[src/shared/efs_pkg.sv]
// constants, register map and carrier types of the encoder feedback supervisor
package efs_pkg;
  // clock rate and derived timing
  localparam int CLK_HZ     = 200_000_000;
  localparam int CYC_PER_MS = CLK_HZ / 1000;
  localparam int GATE_MS    = 10;              // speed gate window in ms
  localparam int RPM_SCALE  = 60000 / GATE_MS; // edges per gate to rpm numerator
  localparam int OW_REF_PCT = 1;               // open-wire arming level, % of max

  // register byte offsets
  localparam logic [7:0] OFS_PPR     = 8'h00;
  localparam logic [7:0] OFS_CFG     = 8'h04;
  localparam logic [7:0] OFS_DIV     = 8'h08;
  localparam logic [7:0] OFS_OS_LVL  = 8'h0c;
  localparam logic [7:0] OFS_OS_DLY  = 8'h10;
  localparam logic [7:0] OFS_DEV_LVL = 8'h14;
  localparam logic [7:0] OFS_DEV_DLY = 8'h18;
  localparam logic [7:0] OFS_OW_DLY  = 8'h1c;
  localparam logic [7:0] OFS_AGREE   = 8'h20;
  localparam logic [7:0] OFS_MAX_RPM = 8'h24;
  localparam logic [7:0] OFS_SPEED   = 8'h28;
  localparam logic [7:0] OFS_STATUS  = 8'h2c;
  localparam logic [7:0] OFS_MASK    = 8'h30;

  // field positions
  localparam int CFG_DIR     = 0;
  localparam int CFG_OW_LSB  = 4;
  localparam int CFG_OS_LSB  = 8;
  localparam int CFG_DEV_LSB = 12;
  localparam int DIV_N_BIT   = 8;
  localparam int ST_OW       = 0;
  localparam int ST_OS       = 1;
  localparam int ST_DEV      = 2;
  localparam int ST_INDEX    = 3;
  localparam int ST_W        = 4;

  // reset values; delays are held in ms
  localparam logic [15:0] PPR_RST     = 16'd1024;
  localparam logic [3:0]  OW_STOP_RST = 4'h1;
  localparam logic [3:0]  OS_STOP_RST = 4'h1;
  localparam logic [3:0]  DEV_STOP_RST = 4'h3;
  localparam logic [5:0]  DIV_M_RST   = 6'd1;
  localparam logic        DIV_N_RST   = 1'b0;
  localparam logic [15:0] OS_LVL_RST  = 16'd115;  // 115 %
  localparam logic [15:0] OS_DLY_RST  = 16'd1000; // 1.0 s
  localparam logic [15:0] DEV_LVL_RST = 16'd10;   // 10 %
  localparam logic [15:0] DEV_DLY_RST = 16'd500;  // 0.5 s
  localparam logic [15:0] OW_DLY_RST  = 16'd2000; // 2.0 s
  localparam logic [15:0] AGREE_RST   = 16'd2;    // % of max speed
  localparam logic [15:0] MAX_RPM_RST = 16'd1800;

  typedef struct packed {
    logic [3:0] dev_stop;
    logic [3:0] os_stop;
    logic [3:0] ow_stop;
    logic       dir_sel;
  } efs_cfg_t;

  typedef struct packed {
    logic a;
    logic b;
    logic z;
  } efs_enc_t;

  typedef enum logic [1:0] {
    DIV_IDLE = 2'b00,
    DIV_RUN  = 2'b01
  } efs_div_state_t;
endpackage

[src/hdl/efs_top.sv]
// encoder feedback supervisor: decode, speed, pulse monitor, fault timers, apb
// Function
// RQ1 - speed scaled from programmable pulses per revolution, default 1024
// RQ2 - direction setting picks whether A-leads or B-leads means forward
// RQ3 - default direction treats A leading as forward rotation
// RQ4 - pulse monitor output divides encoder pulses by (1+n)/m
// RQ5 - monitor active only with two-phase card, ratio held within 1/32..1; code clamps only at 1, m up to 63 gives 1/63
// RQ6 - open wire needs running above 1% or min freq, no pulses for delay
// RQ7 - open wire fault stops with its own selector, default 1
// RQ8 - overspeed when speed exceeds level longer than delay, 115% and 1.0 s
// RQ9 - overspeed fault stops with its own selector, default 1
// RQ10 - deviation armed after speed agreement, fires past level for delay
// RQ11 - deviation fault stops with its own selector, default 3
// RQ12 - with a card fitted, speed monitor shows encoder-measured speed
// RQ13 - without a card, speed monitor shows the internal estimate
// RQ14 - accepts A/B inputs or A/B/Z inputs
// RQ15 - stop selector codes passed unchanged to stop control

// one delay timer: counts ms while its condition holds, pulses once on expiry
module efs_fault_timer #(
  parameter bit INCL = 1'b0  // 1: fire at delay, 0: fire after more than delay
) (
  input  wire logic        clk,      // system clock
  input  wire logic        rst_n,    // synchronised reset
  input  wire logic        tick,     // one-ms strobe
  input  wire logic        cond,     // fault condition level
  input  wire logic [15:0] delay,    // delay in ms
  output logic             hit       // one-cycle expiry pulse
);
  logic [16:0] cnt_reg;
  logic [16:0] thr;

  assign thr = INCL ? {1'b0, delay} : {1'b0, delay} + 17'h00001;

  // counter restarts whenever the condition drops, so only continuous time counts
  always_ff @(posedge clk or negedge rst_n)
  begin
    if (!rst_n)
    begin
      cnt_reg <= 17'h00000;
      hit     <= 1'b0;
    end
    else
    begin
      hit <= cond && tick && (cnt_reg + 17'h00001 == thr);
      if (!cond)
        cnt_reg <= 17'h00000;
      else if (tick && cnt_reg < thr)
        cnt_reg <= cnt_reg + 17'h00001;
    end
  end
endmodule

module efs_top #(
  parameter int CYC_PER_MS = efs_pkg::CYC_PER_MS  // cycles per ms tick
) (
  input  wire logic        clk_sys,        // 200 MHz clock
  input  wire logic        rst_b,          // async reset, active low
  input  wire logic        psel,           // apb select
  input  wire logic        penable,        // apb enable
  input  wire logic        pwrite,         // apb direction
  input  wire logic [7:0]  paddr,          // apb byte address
  input  wire logic [31:0] pwdata,         // apb write data
  output logic             pready,         // apb ready
  output logic [31:0]      prdata,         // apb read data
  output logic             pslverr,        // apb error, unmapped address
  input  wire efs_pkg::efs_enc_t enc_in,   // encoder phase pins
  input  wire logic        card_present,   // encoder card fitted pin
  input  wire logic        card_two_phase, // two-phase complementary card pin
  input  wire logic        run,            // drive running
  input  wire logic        above_min_freq, // reference above minimum frequency
  input  wire logic signed [15:0] ref_rpm, // speed reference, rpm
  input  wire logic signed [15:0] est_rpm, // internal speed estimate, rpm
  output logic signed [15:0] speed_monitor, // displayed speed, rpm
  output logic             pulse_mon_out,  // divided pulse monitor output
  output logic             stop_req,       // stop request level
  output logic [3:0]       stop_code,      // selected stop method code
  output logic             irq             // level interrupt
);
  logic [1:0] rst_sync_reg;
  logic       rst_n;

  // release reset through two flip-flops so every register leaves it together
  always_ff @(posedge clk_sys or negedge rst_b)
  begin
    if (!rst_b)
      rst_sync_reg <= 2'b00;
    else
      rst_sync_reg <= {rst_sync_reg[0], 1'b1};
  end
  assign rst_n = rst_sync_reg[1];

  // pin synchronisers; only stage two is read
  logic [4:0] pin_s1_reg;
  logic [4:0] pin_s2_reg;
  always_ff @(posedge clk_sys or negedge rst_n)
  begin
    if (!rst_n)
    begin
      pin_s1_reg <= 5'h00;
      pin_s2_reg <= 5'h00;
    end
    else
    begin
      pin_s1_reg <= {enc_in.a, enc_in.b, enc_in.z, card_present, card_two_phase};
      pin_s2_reg <= pin_s1_reg;
    end
  end

  logic a_s, b_s, z_s, card_s, two_ph_s;
  assign {a_s, b_s, z_s, card_s, two_ph_s} = pin_s2_reg;

  // register file
  efs_pkg::efs_cfg_t cfg_reg;
  logic [15:0] ppr_reg, os_lvl_reg, os_dly_reg, dev_lvl_reg, dev_dly_reg;
  logic [15:0] ow_dly_reg, agree_reg, max_rpm_reg;
  logic [5:0]  div_m_reg;
  logic        div_n_reg;
  logic [efs_pkg::ST_W-1:0] status_reg, mask_reg, st_set;
  logic        wr_en, rd_ph;

  assign wr_en = psel && penable && pready && pwrite;
  assign rd_ph = psel && penable && !pready;

  // configuration writes take effect at the edge that completes the transfer
  always_ff @(posedge clk_sys or negedge rst_n)
  begin
    if (!rst_n)
    begin
      ppr_reg     <= efs_pkg::PPR_RST;
      cfg_reg     <= '{dev_stop: efs_pkg::DEV_STOP_RST, os_stop: efs_pkg::OS_STOP_RST,
                       ow_stop: efs_pkg::OW_STOP_RST, dir_sel: 1'b0};
      div_m_reg   <= efs_pkg::DIV_M_RST;
      div_n_reg   <= efs_pkg::DIV_N_RST;
      os_lvl_reg  <= efs_pkg::OS_LVL_RST;
      os_dly_reg  <= efs_pkg::OS_DLY_RST;
      dev_lvl_reg <= efs_pkg::DEV_LVL_RST;
      dev_dly_reg <= efs_pkg::DEV_DLY_RST;
      ow_dly_reg  <= efs_pkg::OW_DLY_RST;
      agree_reg   <= efs_pkg::AGREE_RST;
      max_rpm_reg <= efs_pkg::MAX_RPM_RST;
      mask_reg    <= '0;
    end
    else if (wr_en)
    begin
      unique case (paddr)
        efs_pkg::OFS_PPR:     ppr_reg <= pwdata[15:0]; // RQ1
        efs_pkg::OFS_CFG:     cfg_reg <= '{dev_stop: pwdata[efs_pkg::CFG_DEV_LSB+:4],
                                           os_stop: pwdata[efs_pkg::CFG_OS_LSB+:4],
                                           ow_stop: pwdata[efs_pkg::CFG_OW_LSB+:4],
                                           dir_sel: pwdata[efs_pkg::CFG_DIR]};
        efs_pkg::OFS_DIV:
        begin
          div_m_reg <= pwdata[5:0];
          div_n_reg <= pwdata[efs_pkg::DIV_N_BIT];
        end
        efs_pkg::OFS_OS_LVL:  os_lvl_reg  <= pwdata[15:0];
        efs_pkg::OFS_OS_DLY:  os_dly_reg  <= pwdata[15:0];
        efs_pkg::OFS_DEV_LVL: dev_lvl_reg <= pwdata[15:0];
        efs_pkg::OFS_DEV_DLY: dev_dly_reg <= pwdata[15:0];
        efs_pkg::OFS_OW_DLY:  ow_dly_reg  <= pwdata[15:0];
        efs_pkg::OFS_AGREE:   agree_reg   <= pwdata[15:0];
        efs_pkg::OFS_MAX_RPM: max_rpm_reg <= pwdata[15:0];
        efs_pkg::OFS_MASK:    mask_reg    <= pwdata[efs_pkg::ST_W-1:0];
        default:              ;
      endcase
    end
  end

  // sticky status, write one to clear; a new event in the clear cycle wins
  always_ff @(posedge clk_sys or negedge rst_n)
  begin
    if (!rst_n)
      status_reg <= '0;
    else if (wr_en && paddr == efs_pkg::OFS_STATUS)
      status_reg <= (status_reg & ~pwdata[efs_pkg::ST_W-1:0]) | st_set;
    else
      status_reg <= status_reg | st_set;
  end

  // one wait state so read data leaves a flip-flop
  always_ff @(posedge clk_sys or negedge rst_n)
  begin
    if (!rst_n)
    begin
      pready  <= 1'b0;
      prdata  <= 32'h0000_0000;
      pslverr <= 1'b0;
    end
    else if (rd_ph)
    begin
      pready  <= 1'b1;
      pslverr <= 1'b0;
      prdata  <= 32'h0000_0000;
      unique case (paddr)
        efs_pkg::OFS_PPR:     prdata[15:0] <= ppr_reg;
        efs_pkg::OFS_CFG:     prdata[15:0] <= {cfg_reg.dev_stop, cfg_reg.os_stop,
                                               cfg_reg.ow_stop, 3'h0, cfg_reg.dir_sel};
        efs_pkg::OFS_DIV:     prdata[8:0]  <= {div_n_reg, 2'h0, div_m_reg};
        efs_pkg::OFS_OS_LVL:  prdata[15:0] <= os_lvl_reg;
        efs_pkg::OFS_OS_DLY:  prdata[15:0] <= os_dly_reg;
        efs_pkg::OFS_DEV_LVL: prdata[15:0] <= dev_lvl_reg;
        efs_pkg::OFS_DEV_DLY: prdata[15:0] <= dev_dly_reg;
        efs_pkg::OFS_OW_DLY:  prdata[15:0] <= ow_dly_reg;
        efs_pkg::OFS_AGREE:   prdata[15:0] <= agree_reg;
        efs_pkg::OFS_MAX_RPM: prdata[15:0] <= max_rpm_reg;
        efs_pkg::OFS_SPEED:   prdata[15:0] <= speed_monitor;
        efs_pkg::OFS_STATUS:  prdata[efs_pkg::ST_W-1:0] <= status_reg;
        efs_pkg::OFS_MASK:    prdata[efs_pkg::ST_W-1:0] <= mask_reg;
        default:              pslverr <= 1'b1;
      endcase
    end
    else
    begin
      pready  <= 1'b0;
      pslverr <= 1'b0;
    end
  end

  // millisecond tick and speed gate
  logic [31:0] ms_cnt_reg;
  logic [7:0]  gate_cnt_reg;
  logic        tick, gate_end;
  assign tick     = (ms_cnt_reg == 32'(CYC_PER_MS - 1));
  assign gate_end = tick && (gate_cnt_reg == 8'(efs_pkg::GATE_MS - 1));
  always_ff @(posedge clk_sys or negedge rst_n)
  begin
    if (!rst_n)
    begin
      ms_cnt_reg   <= 32'h0000_0000;
      gate_cnt_reg <= 8'h00;
    end
    else
    begin
      ms_cnt_reg <= tick ? 32'h0000_0000 : ms_cnt_reg + 32'h0000_0001;
      if (gate_end)
        gate_cnt_reg <= 8'h00;
      else if (tick)
        gate_cnt_reg <= gate_cnt_reg + 8'h01;
    end
  end

  // x4 quadrature decode; a^b_prev is high when A leads B
  logic a_p_reg, b_p_reg, z_p_reg;
  logic step, up;
  logic signed [15:0] edge_cnt_reg;
  logic               edge_ms_reg;
  assign step = (a_s != a_p_reg) || (b_s != b_p_reg);
  assign up   = (a_s ^ b_p_reg) ^ cfg_reg.dir_sel; // RQ2 RQ3
  always_ff @(posedge clk_sys or negedge rst_n)
  begin
    if (!rst_n)
    begin
      a_p_reg      <= 1'b0;
      b_p_reg      <= 1'b0;
      z_p_reg      <= 1'b0;
      edge_cnt_reg <= 16'sh0000;
      edge_ms_reg  <= 1'b0;
    end
    else
    begin
      a_p_reg <= a_s;
      b_p_reg <= b_s;
      z_p_reg <= z_s;
      if (gate_end)
        edge_cnt_reg <= 16'sh0000;
      else if (step && card_s)
        edge_cnt_reg <= up ? edge_cnt_reg + 16'sh0001 : edge_cnt_reg - 16'sh0001;
      // pulse seen in the current ms; cleared at each tick
      if (tick)
        edge_ms_reg <= 1'b0;
      else if (step)
        edge_ms_reg <= 1'b1;
    end
  end

  // serial divider: rpm = |edges| * RPM_SCALE / (4 * ppr)
  efs_pkg::efs_div_state_t div_st_reg;
  logic [31:0] quo_reg, den_reg, quo_nx;
  logic [32:0] rem_reg, rem_sh;
  logic [4:0]  bit_reg;
  logic        neg_reg;
  logic signed [15:0] enc_rpm_reg;
  logic [15:0] abs_edges;
  assign abs_edges = edge_cnt_reg[15] ? 16'(-edge_cnt_reg) : edge_cnt_reg;
  assign rem_sh    = {rem_reg[31:0], quo_reg[31]};
  // quotient after this step, its new bit included, so the last step is not lost
  assign quo_nx    = {quo_reg[30:0], rem_sh >= {1'b0, den_reg}};
  always_ff @(posedge clk_sys or negedge rst_n)
  begin
    if (!rst_n)
    begin
      div_st_reg  <= efs_pkg::DIV_IDLE;
      quo_reg     <= 32'h0000_0000;
      den_reg     <= 32'h0000_0000;
      rem_reg     <= 33'h0_0000_0000;
      bit_reg     <= 5'h00;
      neg_reg     <= 1'b0;
      enc_rpm_reg <= 16'sh0000;
    end
    else
    begin
      unique case (div_st_reg)
        efs_pkg::DIV_IDLE:
        begin
          if (gate_end && ppr_reg != 16'h0000)
          begin
            quo_reg    <= 32'(abs_edges * efs_pkg::RPM_SCALE);
            den_reg    <= {14'h0000, ppr_reg, 2'b00}; // RQ1
            rem_reg    <= 33'h0_0000_0000;
            bit_reg    <= 5'h1f;
            neg_reg    <= edge_cnt_reg[15];
            div_st_reg <= efs_pkg::DIV_RUN;
          end
        end
        efs_pkg::DIV_RUN:
        begin
          rem_reg <= quo_nx[0] ? rem_sh - {1'b0, den_reg} : rem_sh;
          quo_reg <= quo_nx;
          bit_reg <= bit_reg - 5'h01;
          if (bit_reg == 5'h00)
          begin
            div_st_reg <= efs_pkg::DIV_IDLE;
            // saturate to 15 bits; the final quotient comes from quo_nx
            enc_rpm_reg <= 16'(neg_reg ? -$signed({1'b0, sat15(quo_nx)})
                                       : $signed({1'b0, sat15(quo_nx)}));
          end
        end
        default: div_st_reg <= efs_pkg::DIV_IDLE;
      endcase
    end
  end

  // clamp the unsigned quotient into the 15-bit magnitude of the display
  function automatic logic [14:0] sat15(input logic [31:0] q);
    sat15 = (q > 32'h0000_7fff) ? 15'h7fff : q[14:0];
  endfunction

  // speed display source
  always_ff @(posedge clk_sys or negedge rst_n)
  begin
    if (!rst_n)
      speed_monitor <= 16'sh0000;
    else
      speed_monitor <= card_s ? enc_rpm_reg : est_rpm; // RQ12 RQ13
  end

  // fault conditions in percent of max speed, cross-multiplied to avoid division
  logic [15:0] abs_spd, abs_ref, abs_dev;
  logic signed [16:0] dev_s;
  logic [31:0] max_x_os, max_x_dev, max_x_agr, max_x_ow;
  logic os_cond, dev_cond, ow_cond, agree, dev_armed_reg;
  logic ow_hit, os_hit, dev_hit;
  assign dev_s     = 17'(ref_rpm) - 17'(enc_rpm_reg);
  assign abs_spd   = enc_rpm_reg[15] ? 16'(-enc_rpm_reg) : enc_rpm_reg;
  assign abs_ref   = ref_rpm[15] ? 16'(-ref_rpm) : ref_rpm;
  assign abs_dev   = dev_s[16] ? 16'(-dev_s) : dev_s[15:0];
  assign max_x_os  = max_rpm_reg * os_lvl_reg;
  assign max_x_dev = max_rpm_reg * dev_lvl_reg;
  assign max_x_agr = max_rpm_reg * agree_reg;
  assign max_x_ow  = max_rpm_reg * 16'(efs_pkg::OW_REF_PCT);
  assign agree     = (abs_dev * 16'd100) <= max_x_agr;
  assign os_cond   = card_s && (abs_spd * 16'd100 > max_x_os);            // RQ8
  assign dev_cond  = card_s && dev_armed_reg &&
                     (abs_dev * 16'd100 > max_x_dev);                     // RQ10
  assign ow_cond   = card_s && run && !edge_ms_reg && !step &&
                     (above_min_freq || abs_ref * 16'd100 > max_x_ow);    // RQ6

  // deviation watch arms on first agreement in a run, disarms on stop
  always_ff @(posedge clk_sys or negedge rst_n)
  begin
    if (!rst_n)
      dev_armed_reg <= 1'b0;
    else if (!run)
      dev_armed_reg <= 1'b0;
    else if (agree)
      dev_armed_reg <= 1'b1; // RQ10
  end

  efs_fault_timer #(.INCL(1'b1)) u_ow_tmr (
    .clk   (clk_sys),
    .rst_n (rst_n),
    .tick  (tick),
    .cond  (ow_cond),
    .delay (ow_dly_reg),
    .hit   (ow_hit)
  );
  efs_fault_timer #(.INCL(1'b0)) u_os_tmr (
    .clk   (clk_sys),
    .rst_n (rst_n),
    .tick  (tick),
    .cond  (os_cond),
    .delay (os_dly_reg),
    .hit   (os_hit)
  );
  efs_fault_timer #(.INCL(1'b0)) u_dev_tmr (
    .clk   (clk_sys),
    .rst_n (rst_n),
    .tick  (tick),
    .cond  (dev_cond),
    .delay (dev_dly_reg),
    .hit   (dev_hit)
  );

  // index pulse seen only counts on the line-driver card (no two-phase flag)
  assign st_set = {card_s && !two_ph_s && z_s && !z_p_reg, dev_hit, os_hit, ow_hit}; // RQ14

  // stop request; open wire outranks overspeed outranks deviation
  always_ff @(posedge clk_sys or negedge rst_n)
  begin
    if (!rst_n)
    begin
      stop_req  <= 1'b0;
      stop_code <= 4'h0;
      irq       <= 1'b0;
    end
    else
    begin
      irq      <= |(status_reg & mask_reg);
      stop_req <= |status_reg[efs_pkg::ST_DEV:efs_pkg::ST_OW];
      if (status_reg[efs_pkg::ST_OW])
        stop_code <= cfg_reg.ow_stop;  // RQ7 RQ15
      else if (status_reg[efs_pkg::ST_OS])
        stop_code <= cfg_reg.os_stop;  // RQ9 RQ15
      else if (status_reg[efs_pkg::ST_DEV])
        stop_code <= cfg_reg.dev_stop; // RQ11 RQ15
      else
        stop_code <= 4'h0;
    end
  end

  // pulse monitor: accumulate (1+n) per A edge, toggle output per m
  logic [6:0] acc_reg, inc, m_eff;
  assign m_eff = (div_m_reg == 6'd0) ? 7'd1 : {1'b0, div_m_reg};
  assign inc   = ({6'd0, div_n_reg} + 7'd1 > m_eff) ? m_eff
                 : {6'd0, div_n_reg} + 7'd1;                             // RQ5
  always_ff @(posedge clk_sys or negedge rst_n)
  begin
    if (!rst_n)
    begin
      acc_reg       <= 7'd0;
      pulse_mon_out <= 1'b0;
    end
    else if (!(card_s && two_ph_s))
    begin
      acc_reg       <= 7'd0;
      pulse_mon_out <= 1'b0; // RQ5
    end
    else if (a_s != a_p_reg)
    begin
      if (acc_reg + inc >= m_eff)
      begin
        acc_reg       <= acc_reg + inc - m_eff;
        pulse_mon_out <= ~pulse_mon_out; // RQ4
      end
      else
        acc_reg <= acc_reg + inc;
    end
  end
endmodule

[config.mk]
export PLATFORM = sky130hd
export DESIGN_NAME = efs_top
export DESIGN_NICKNAME = d
export VERILOG_FILES = /design/src/shared/efs_pkg.sv /design/src/hdl/efs_top.sv
export SDC_FILE = /design/constraint.sdc
export NUM_CORES = 2
export LEC_CHECK = 0
export BUFFER_PORTS_ARGS = -buffer_cell sky130_fd_sc_hd__buf_2
export CAP_MARGIN = 40
export CORE_MARGIN = 2
export CORE_UTILIZATION = 35
export DETAILED_ROUTE_END_ITERATION = 10
export MAX_ROUTING_LAYER = met4
export SKIP_LAST_GASP = 1
export SYNTH_ARGS = -nofsm -noshare
export SYNTH_HDL_FRONTEND = slang
export SYNTH_SLANG_ARGS = --single-unit
[constraint.sdc]
create_clock -name clk_sys -period 38.4 [get_ports clk_sys]
set_clock_uncertainty 0.15 [all_clocks]
set_input_delay 11.52 -clock clk_sys [delete_from_list [all_inputs] [get_ports clk_sys]]
set_output_delay 11.52 -clock clk_sys [all_outputs]
set_load 0.02 [all_outputs]
== Word level (Yosys, flattened, before mapping) ==
Cells that the tools add are included.

* Bits in registers: 435
* Bits of input ports: 84
* Logic and storage cells: 237

* Add/sub/neg operators: 20
* $mul: 7
* Magnitude comparators: 11
* Equal/unequal tests: 28
* Multiplexer cells: 51
* Bitwise gates (word level): 8
* Reductions and logical operators: 63

{| class="wikitable"
|+ Operators with widths
! operator !! number
|-
| 16-bit 2-to-1 mux || 9
|-
| 32-bit 2-to-1 mux || 4
|-
| 32-bit one-hot mux with 2 select lines || 2
|-
| 17-bit 2-to-1 mux || 6
|-
| 16-bit by 16-bit multiplier with 32-bit output || 3
|-
| 7-bit one-hot mux with 10 select lines || 1
|-
| 23-bit by 32-bit > comparator with 1-bit output || 2
|-
| 16-bit negator || 4
|-
| 16-bit by 5-bit multiplier with 21-bit output (second input constant) || 3
|-
| 5-bit one-hot mux with 11 select lines || 1
|-
| 4-bit one-hot mux with 13 select lines || 1
|-
| 17-bit by 1-bit adder with 17-bit output (second input constant) || 3
|-
| 8-bit by 6-bit == test with 1-bit output (second input constant) || 5
|-
| 16-bit by 1-bit adder with 17-bit output (second input constant) || 2
|-
| 17-bit == test || 2
|-
| 17-bit < comparator || 2
|-
| 33-bit by 18-bit greater-or-equal comparator with 1-bit output || 1
|-
| 32-bit by 1-bit adder with 32-bit output (second input constant) || 1
|-
| 32-bit by 18-bit == test with 1-bit output (second input constant) || 1
|-
| 8-bit by 5-bit == test with 1-bit output (second input constant) || 4
|-
| 32-bit by 15-bit > comparator with 1-bit output (second input constant) || 1
|-
| 23-bit by 32-bit less-or-equal comparator with 1-bit output || 1
|-
| 2-bit AND reduction || 16
|-
| 32-bit by 18-bit subtractor with 32-bit output || 1
|-
| 48 further kinds || 112
|}

== Longest topological paths before layout ==
* Depth after elaboration: 9
* Depth in mapped cells: 39

== Hierarchy ==
Synthesis repeated with hierarchy kept, for this count alone.

* Cell total of the unflattened synthesis: 6824
* Area, all modules: 61622.9 sq um

{| class="wikitable"
|+ Modules (own cells, without submodules)
! module !! instances !! cells an instance !! area each (sq um) !! sequential area each (sq um)
|-
| efs_top || 1 || 6130 || 55821.0 || 9554.2
|-
| efs_fault_timer (u_dev_tmr ...) || 2 || 242 || 2047.0 || 450.4
|-
| efs_fault_timer (u_ow_tmr) || 1 || 210 || 1707.9 || 450.4
|}

== Least setup slack after synthesis ==
OpenSTA, ideal clock, no wires.

* Path type: input -> register
* Start: input ref_rpm[0]
* End: register u_dev_tmr.cnt_reg[10]
* Library setup time: 0.096 ns
* Arrival: 18.929 ns
* Setup slack: 19.225 ns
* Cell stages on the path: 39
* Path buffers: 2
* Cells stage by stage: inv_1 > ha_1 > fa_1 > nor2b_1 > o21a_1 > o21a_1 > o2111a_1 > o211ai_1 > a22oi_1 > o22ai_1 > clkbuf_1 > nand2_1 > xnor2_1 > ha_1 > ha_1 > inv_1 > fa_1 > inv_1 > [3 not listed] > a21boi_0 > o21ai_0 > a211oi_1 > o311a_1 > o21a_1 > o21a_1 > mux2i_1 > nand2_1 > ha_1 > nand3_1 > nor3_1 > and3_1 > nor4_1 > o2111ai_1 > a2111oi_4 > o2111ai_4 > buf_6 > nor4_2

* Longest elaborated chain between the ends: 7
* Elaborated cells between the ends (all ways): 8

{| class="wikitable"
|+ Ends and longest elaborated chain
! item !! line !! source
|-
| start: declaration || efs_top.sv:72 || <nowiki>input wire logic signed [15:0] ref_rpm,</nowiki>
|-
| 16-bit by 16-bit subtractor with 17-bit output (*) || efs_top.sv:354 || <nowiki>assign dev_s = 17'(ref_rpm) - 17'(enc_rpm_reg);</nowiki>
|-
| 16-bit negator || efs_top.sv:357 || <nowiki>assign abs_dev = dev_s[16] ? 16'(-dev_s) : dev_s[15:0];</nowiki>
|-
| 16-bit 2-to-1 mux (*) || efs_top.sv:357 ||
|-
| 16-bit by 5-bit multiplier with 21-bit output (*) || efs_top.sv:365 || <nowiki>(abs_dev * 16'd100 > max_x_dev);</nowiki>
|-
| 23-bit by 32-bit > comparator with 1-bit output (*) || efs_top.sv:365 ||
|-
| 1-bit logical AND (*) || efs_top.sv:364 || <nowiki>assign dev_cond = card_s && dev_armed_reg &&</nowiki>
|-
| 2-bit inequality test (no line) or 17-bit 2-to-1 mux (tied branches) || n/a ||
|-
| end signal: assignment || efs_top.sv:49 || <nowiki>cnt_reg <= cnt_reg + 17'h00001;</nowiki>
|-
| end: declaration || efs_top.sv:30 || <nowiki>logic [16:0] cnt_reg;</nowiki>
|}

Mark *: on every way between the ends. The rest lies on a longest branch, timed or not.
A chain may end at the register's enable or synchronous reset.

== Final worst setup path ==
* Start: input ref_rpm[0]
* End: register u_dev_tmr.cnt_reg[15]

The elaborated chain is that of the path after synthesis.

==> summary.md <==
| Metric | Value |
|---|---|
| Row count | 153 |
| Slew Limit Fails | 0 |
| TritonRoute pass-1 iters | 6 |
| Syn Std Cell Area | 61400 sq um |
| Total power | 5.885 mW |
| Largest family of logic cells by synthesized area | adder cells |
| RSZ-0062 raised after global routing | false |
| Clk pwr share | 0.084 |
| Most used cell, CP | ha_1 |
| DRT antenna net count | 0 |
| Max clock buf depth | 3 |
| Worst Path Arrival | 20.61 ns |
| Min-Delay Path Class | reg -> async |
| Register area | 10930 sq um |
| Commonest non-fill, non-tap cells in the layout | inv_1 (1134), nand2_1 (777), ha_1 (739) |
| Synth Area in Compound Gates | 0.1040 |
| Post-CTS Setup Bufs | 0 |
| Via density | 5.156 |
| GPL Wtd Cong | 0.9538 |
| Combinational share of power | 0.831 |
| # IOs | 141 |
| Antenna violations before repair | 5 |
| CP required | 38.76 ns |
| P_leak | 32.49 nW |
| I/O Buffers | 108 |
| Fmax | 49.36 MHz |
| Crit Path Category | in -> reg |
| Mean Syn Cell Area | 8.966 sq um |
| Share of cells above drive strength 1 | 0.08014 |
| First-pass GRT wire length | 268900 microns |
| Power Dens Cells | 88.63 nW/um^2 |
| Total Routing Usage GR | 0.1920 |
| DPL Wire Length | 129700 microns |
| CP Buf/Inv Count | 4 |
| #FFs+latches synth | 434 |
| Max Cap Violations | 0 |
| Non-Filler Instances | 9192 |
| Commonest non-fill, non-tap cell in the layout | inv_1 |
| Largest net degree at the start of global routing | 166 |
| Setup TNS | 0 ns |
| Seq pwr share | 0.085 |
| Number of global-route vias before repair | 48.66k |
| P_int | 2.903 mW |
| Placement Setup Slack | 17.45 ns |
| Met2 wire length | 79620 microns |
| Rel. slew slack | 0.3014 |
| Detailed-route via count | 47.40k |
| FF-to-FF End | u_dev_tmr.cnt_reg[15]$_DFFE_PN0P_ |
| Core Area | 174000 sq um |
| Post-route design area | 66400 sq um |
| Resized cells post-CTS | 0 |
| Count of clock tree sinks | 434 |
| NumNets Final | 8336 |
| Root Driver | clkbuf_16 |
| Met1 WL | 72280 microns |
| Status | finished clean |
| Crit-path slowest cell | xnor2_1 |
| Starting DRC count in detailed routing | 2866 |
| Min Tclk post-route | 20.26 ns |
| Most common flop cell mapped by yosys | dfrtp_1 |
| Worst-case reg-to-reg path depth | 36 |
| Synth Instances | 6848 |
| Share of synthesized registers carrying an async set or reset | 1.000 |
| Synth warn | 0 |
| Metal3 WL | 8135 microns |
| Final Worst Setup Slack | 18.14 ns |
| Die area | 178800 sq um |
| Clk_lat worst skew | 0.61 ns |
| Distinct cell type count after synthesis | 96 |
| Worst r2r src | enc_rpm_reg[6]$_DFFE_PN0P_ |
| Residual DRC | 0 |
| Setup violators final | 0 |
| Fin crit share | 0.5276 |
| # fillers | 17.43k |
| Routed length per placed instance | 18.09 microns |
| Post-synthesis mux area share | 0.03666 |
| Initial core utilization | 0.3529 |
| DRT Wirelength | 166300 microns |
| Post-synthesis xor/xnor area fraction | 0.05977 |
| Sequential cell area fraction in the yosys report | 0.1776 |
| Clk slew on worst S/H paths | 0.07 ns |
| Dominant delay contributor by cell family on the critical path | compound AO/OA/AOI/OAI gates |
| Sw Ratio | 0.5067 |
| Top sig layer | met4 |
| CTS Buf Count | 48 |
| Die Y | 422.8 microns |
| Grt ovf | 0 |
| P&R area growth vs syn | 8.139% |
| Slowest stage delay, CP | 0.59 ns |
| Area of the multi-input gates | 45220 sq um |
| Crit. End Element | flop |
| Hold-fix buffers at CTS | 0 |
| Hold Violations, Final | 0 |
| Area share of fa/ha/maj cells after synthesis | 0.3749 |
| Crit path launch type | input port |
| R2R setup slack | 28.64 ns |
| H-tree depth | 2 |
| Area after DPL | 64660 sq um |
| Post-Synth Simple-Gate Area | 0.1592 |
| Post-synth EDFFs | 0 |
| Max FO, Critical Path | 18 |
| Worst-Margin Slew | 1.048 ns |
| Cells after DPL | 9098 |
| TritonCTS clock tree | yes |
| Net Switching | 2.982 mW |
| Max VDD drop | 0.4134 mV |
| Die W | 422.8 microns |
[cell families after synthesis]
| group | count (synthesis) |
|---|---|
| simple gates | 1999 |
| fa+ha+maj | 1427 |
| buf+inv | 1414 |
| compound gates | 950 |
| flops | 434 |
| xor+xnor | 419 |
| mux | 203 |
| other cells | 2 |
[per-layer routing]
metal / GRT usage / up-vias
li1: - / 22274
met2: 0.3166 / 1153
met5: - / -
met3: 0.02008 / 294
met1: 0.2466 / 23677
met4: 0.06310 / 0
[cell usage after synthesis, drive strengths merged (39+ instances only)]
library cell	n	area (sq um)
a211oi	39	297.8
a21o	74	555.5
a21oi	226	1139
a221oi	45	394.1
and2	353	2208
and3	56	350.3
clkbuf	241	904.6
dfrtp	398	9960
fa	688	13770
ha	739	9246
inv	1134	4257
mux2	175	1971
nand2	777	2917
nand2b	45	281.5
nand3	118	590.6
nand4	61	381.6
nor2	310	1164
nor2b	54	345.3
nor3	64	320.3
nor4	52	400.4
o21ai	221	1114
xnor2	256	2242
xor2	163	1428
[metrics by stage]
stage	util	hold slack (ns)
floorplan	-	0.1812
global placement	0.3694	0.1839
detailed placement	0.3716	0.05252
CTS	0.3812	0.05454
global route	0.3816	0.06572
finish	0.3816	0.04358
[worst max-delay path by stage]
stage,from,end,cells past startpoint
after floorplan,ref_rpm[0],u_dev_tmr.cnt_reg[10]$_DFFE_PN0P_,39
after global placement,ref_rpm[0],u_dev_tmr.cnt_reg[16]$_DFFE_PN0P_,37
after detailed placement,ref_rpm[0],u_dev_tmr.cnt_reg[15]$_DFFE_PN0P_,38
after CTS,ref_rpm[0],u_dev_tmr.cnt_reg[15]$_DFFE_PN0P_,38
after global routing,ref_rpm[0],u_dev_tmr.cnt_reg[0]$_DFFE_PN0P_,38
final,ref_rpm[0],u_dev_tmr.cnt_reg[15]$_DFFE_PN0P_,38
[power by group through the flow]
stage	clock [mW]	combinational (mW)	sequential, mW
finish	0.496	4.89	0.499
global route	0.526	5.63	0.502
CTS	0.505	4.94	0.499
detailed placement	0	4.90	0.508
global placement	0	4.78	0.508
floorplan	0	3.90	0.506
[area by class of cell]
| cell class | instances | area share |
|---|---|---|
| antenna | 4 | 0.0001507 |
| clock buffer | 63 | 0.01984 |
| clock inverter | 25 | 0.005333 |
| inverter | 1135 | 0.06416 |
| multi-input combinational | 5019 | 0.6810 |
| sequential | 434 | 0.1645 |
| tap | 2325 | 0.04381 |
| timing repair buffer | 187 | 0.02112 |
Power figures use the tool's default switching activity.
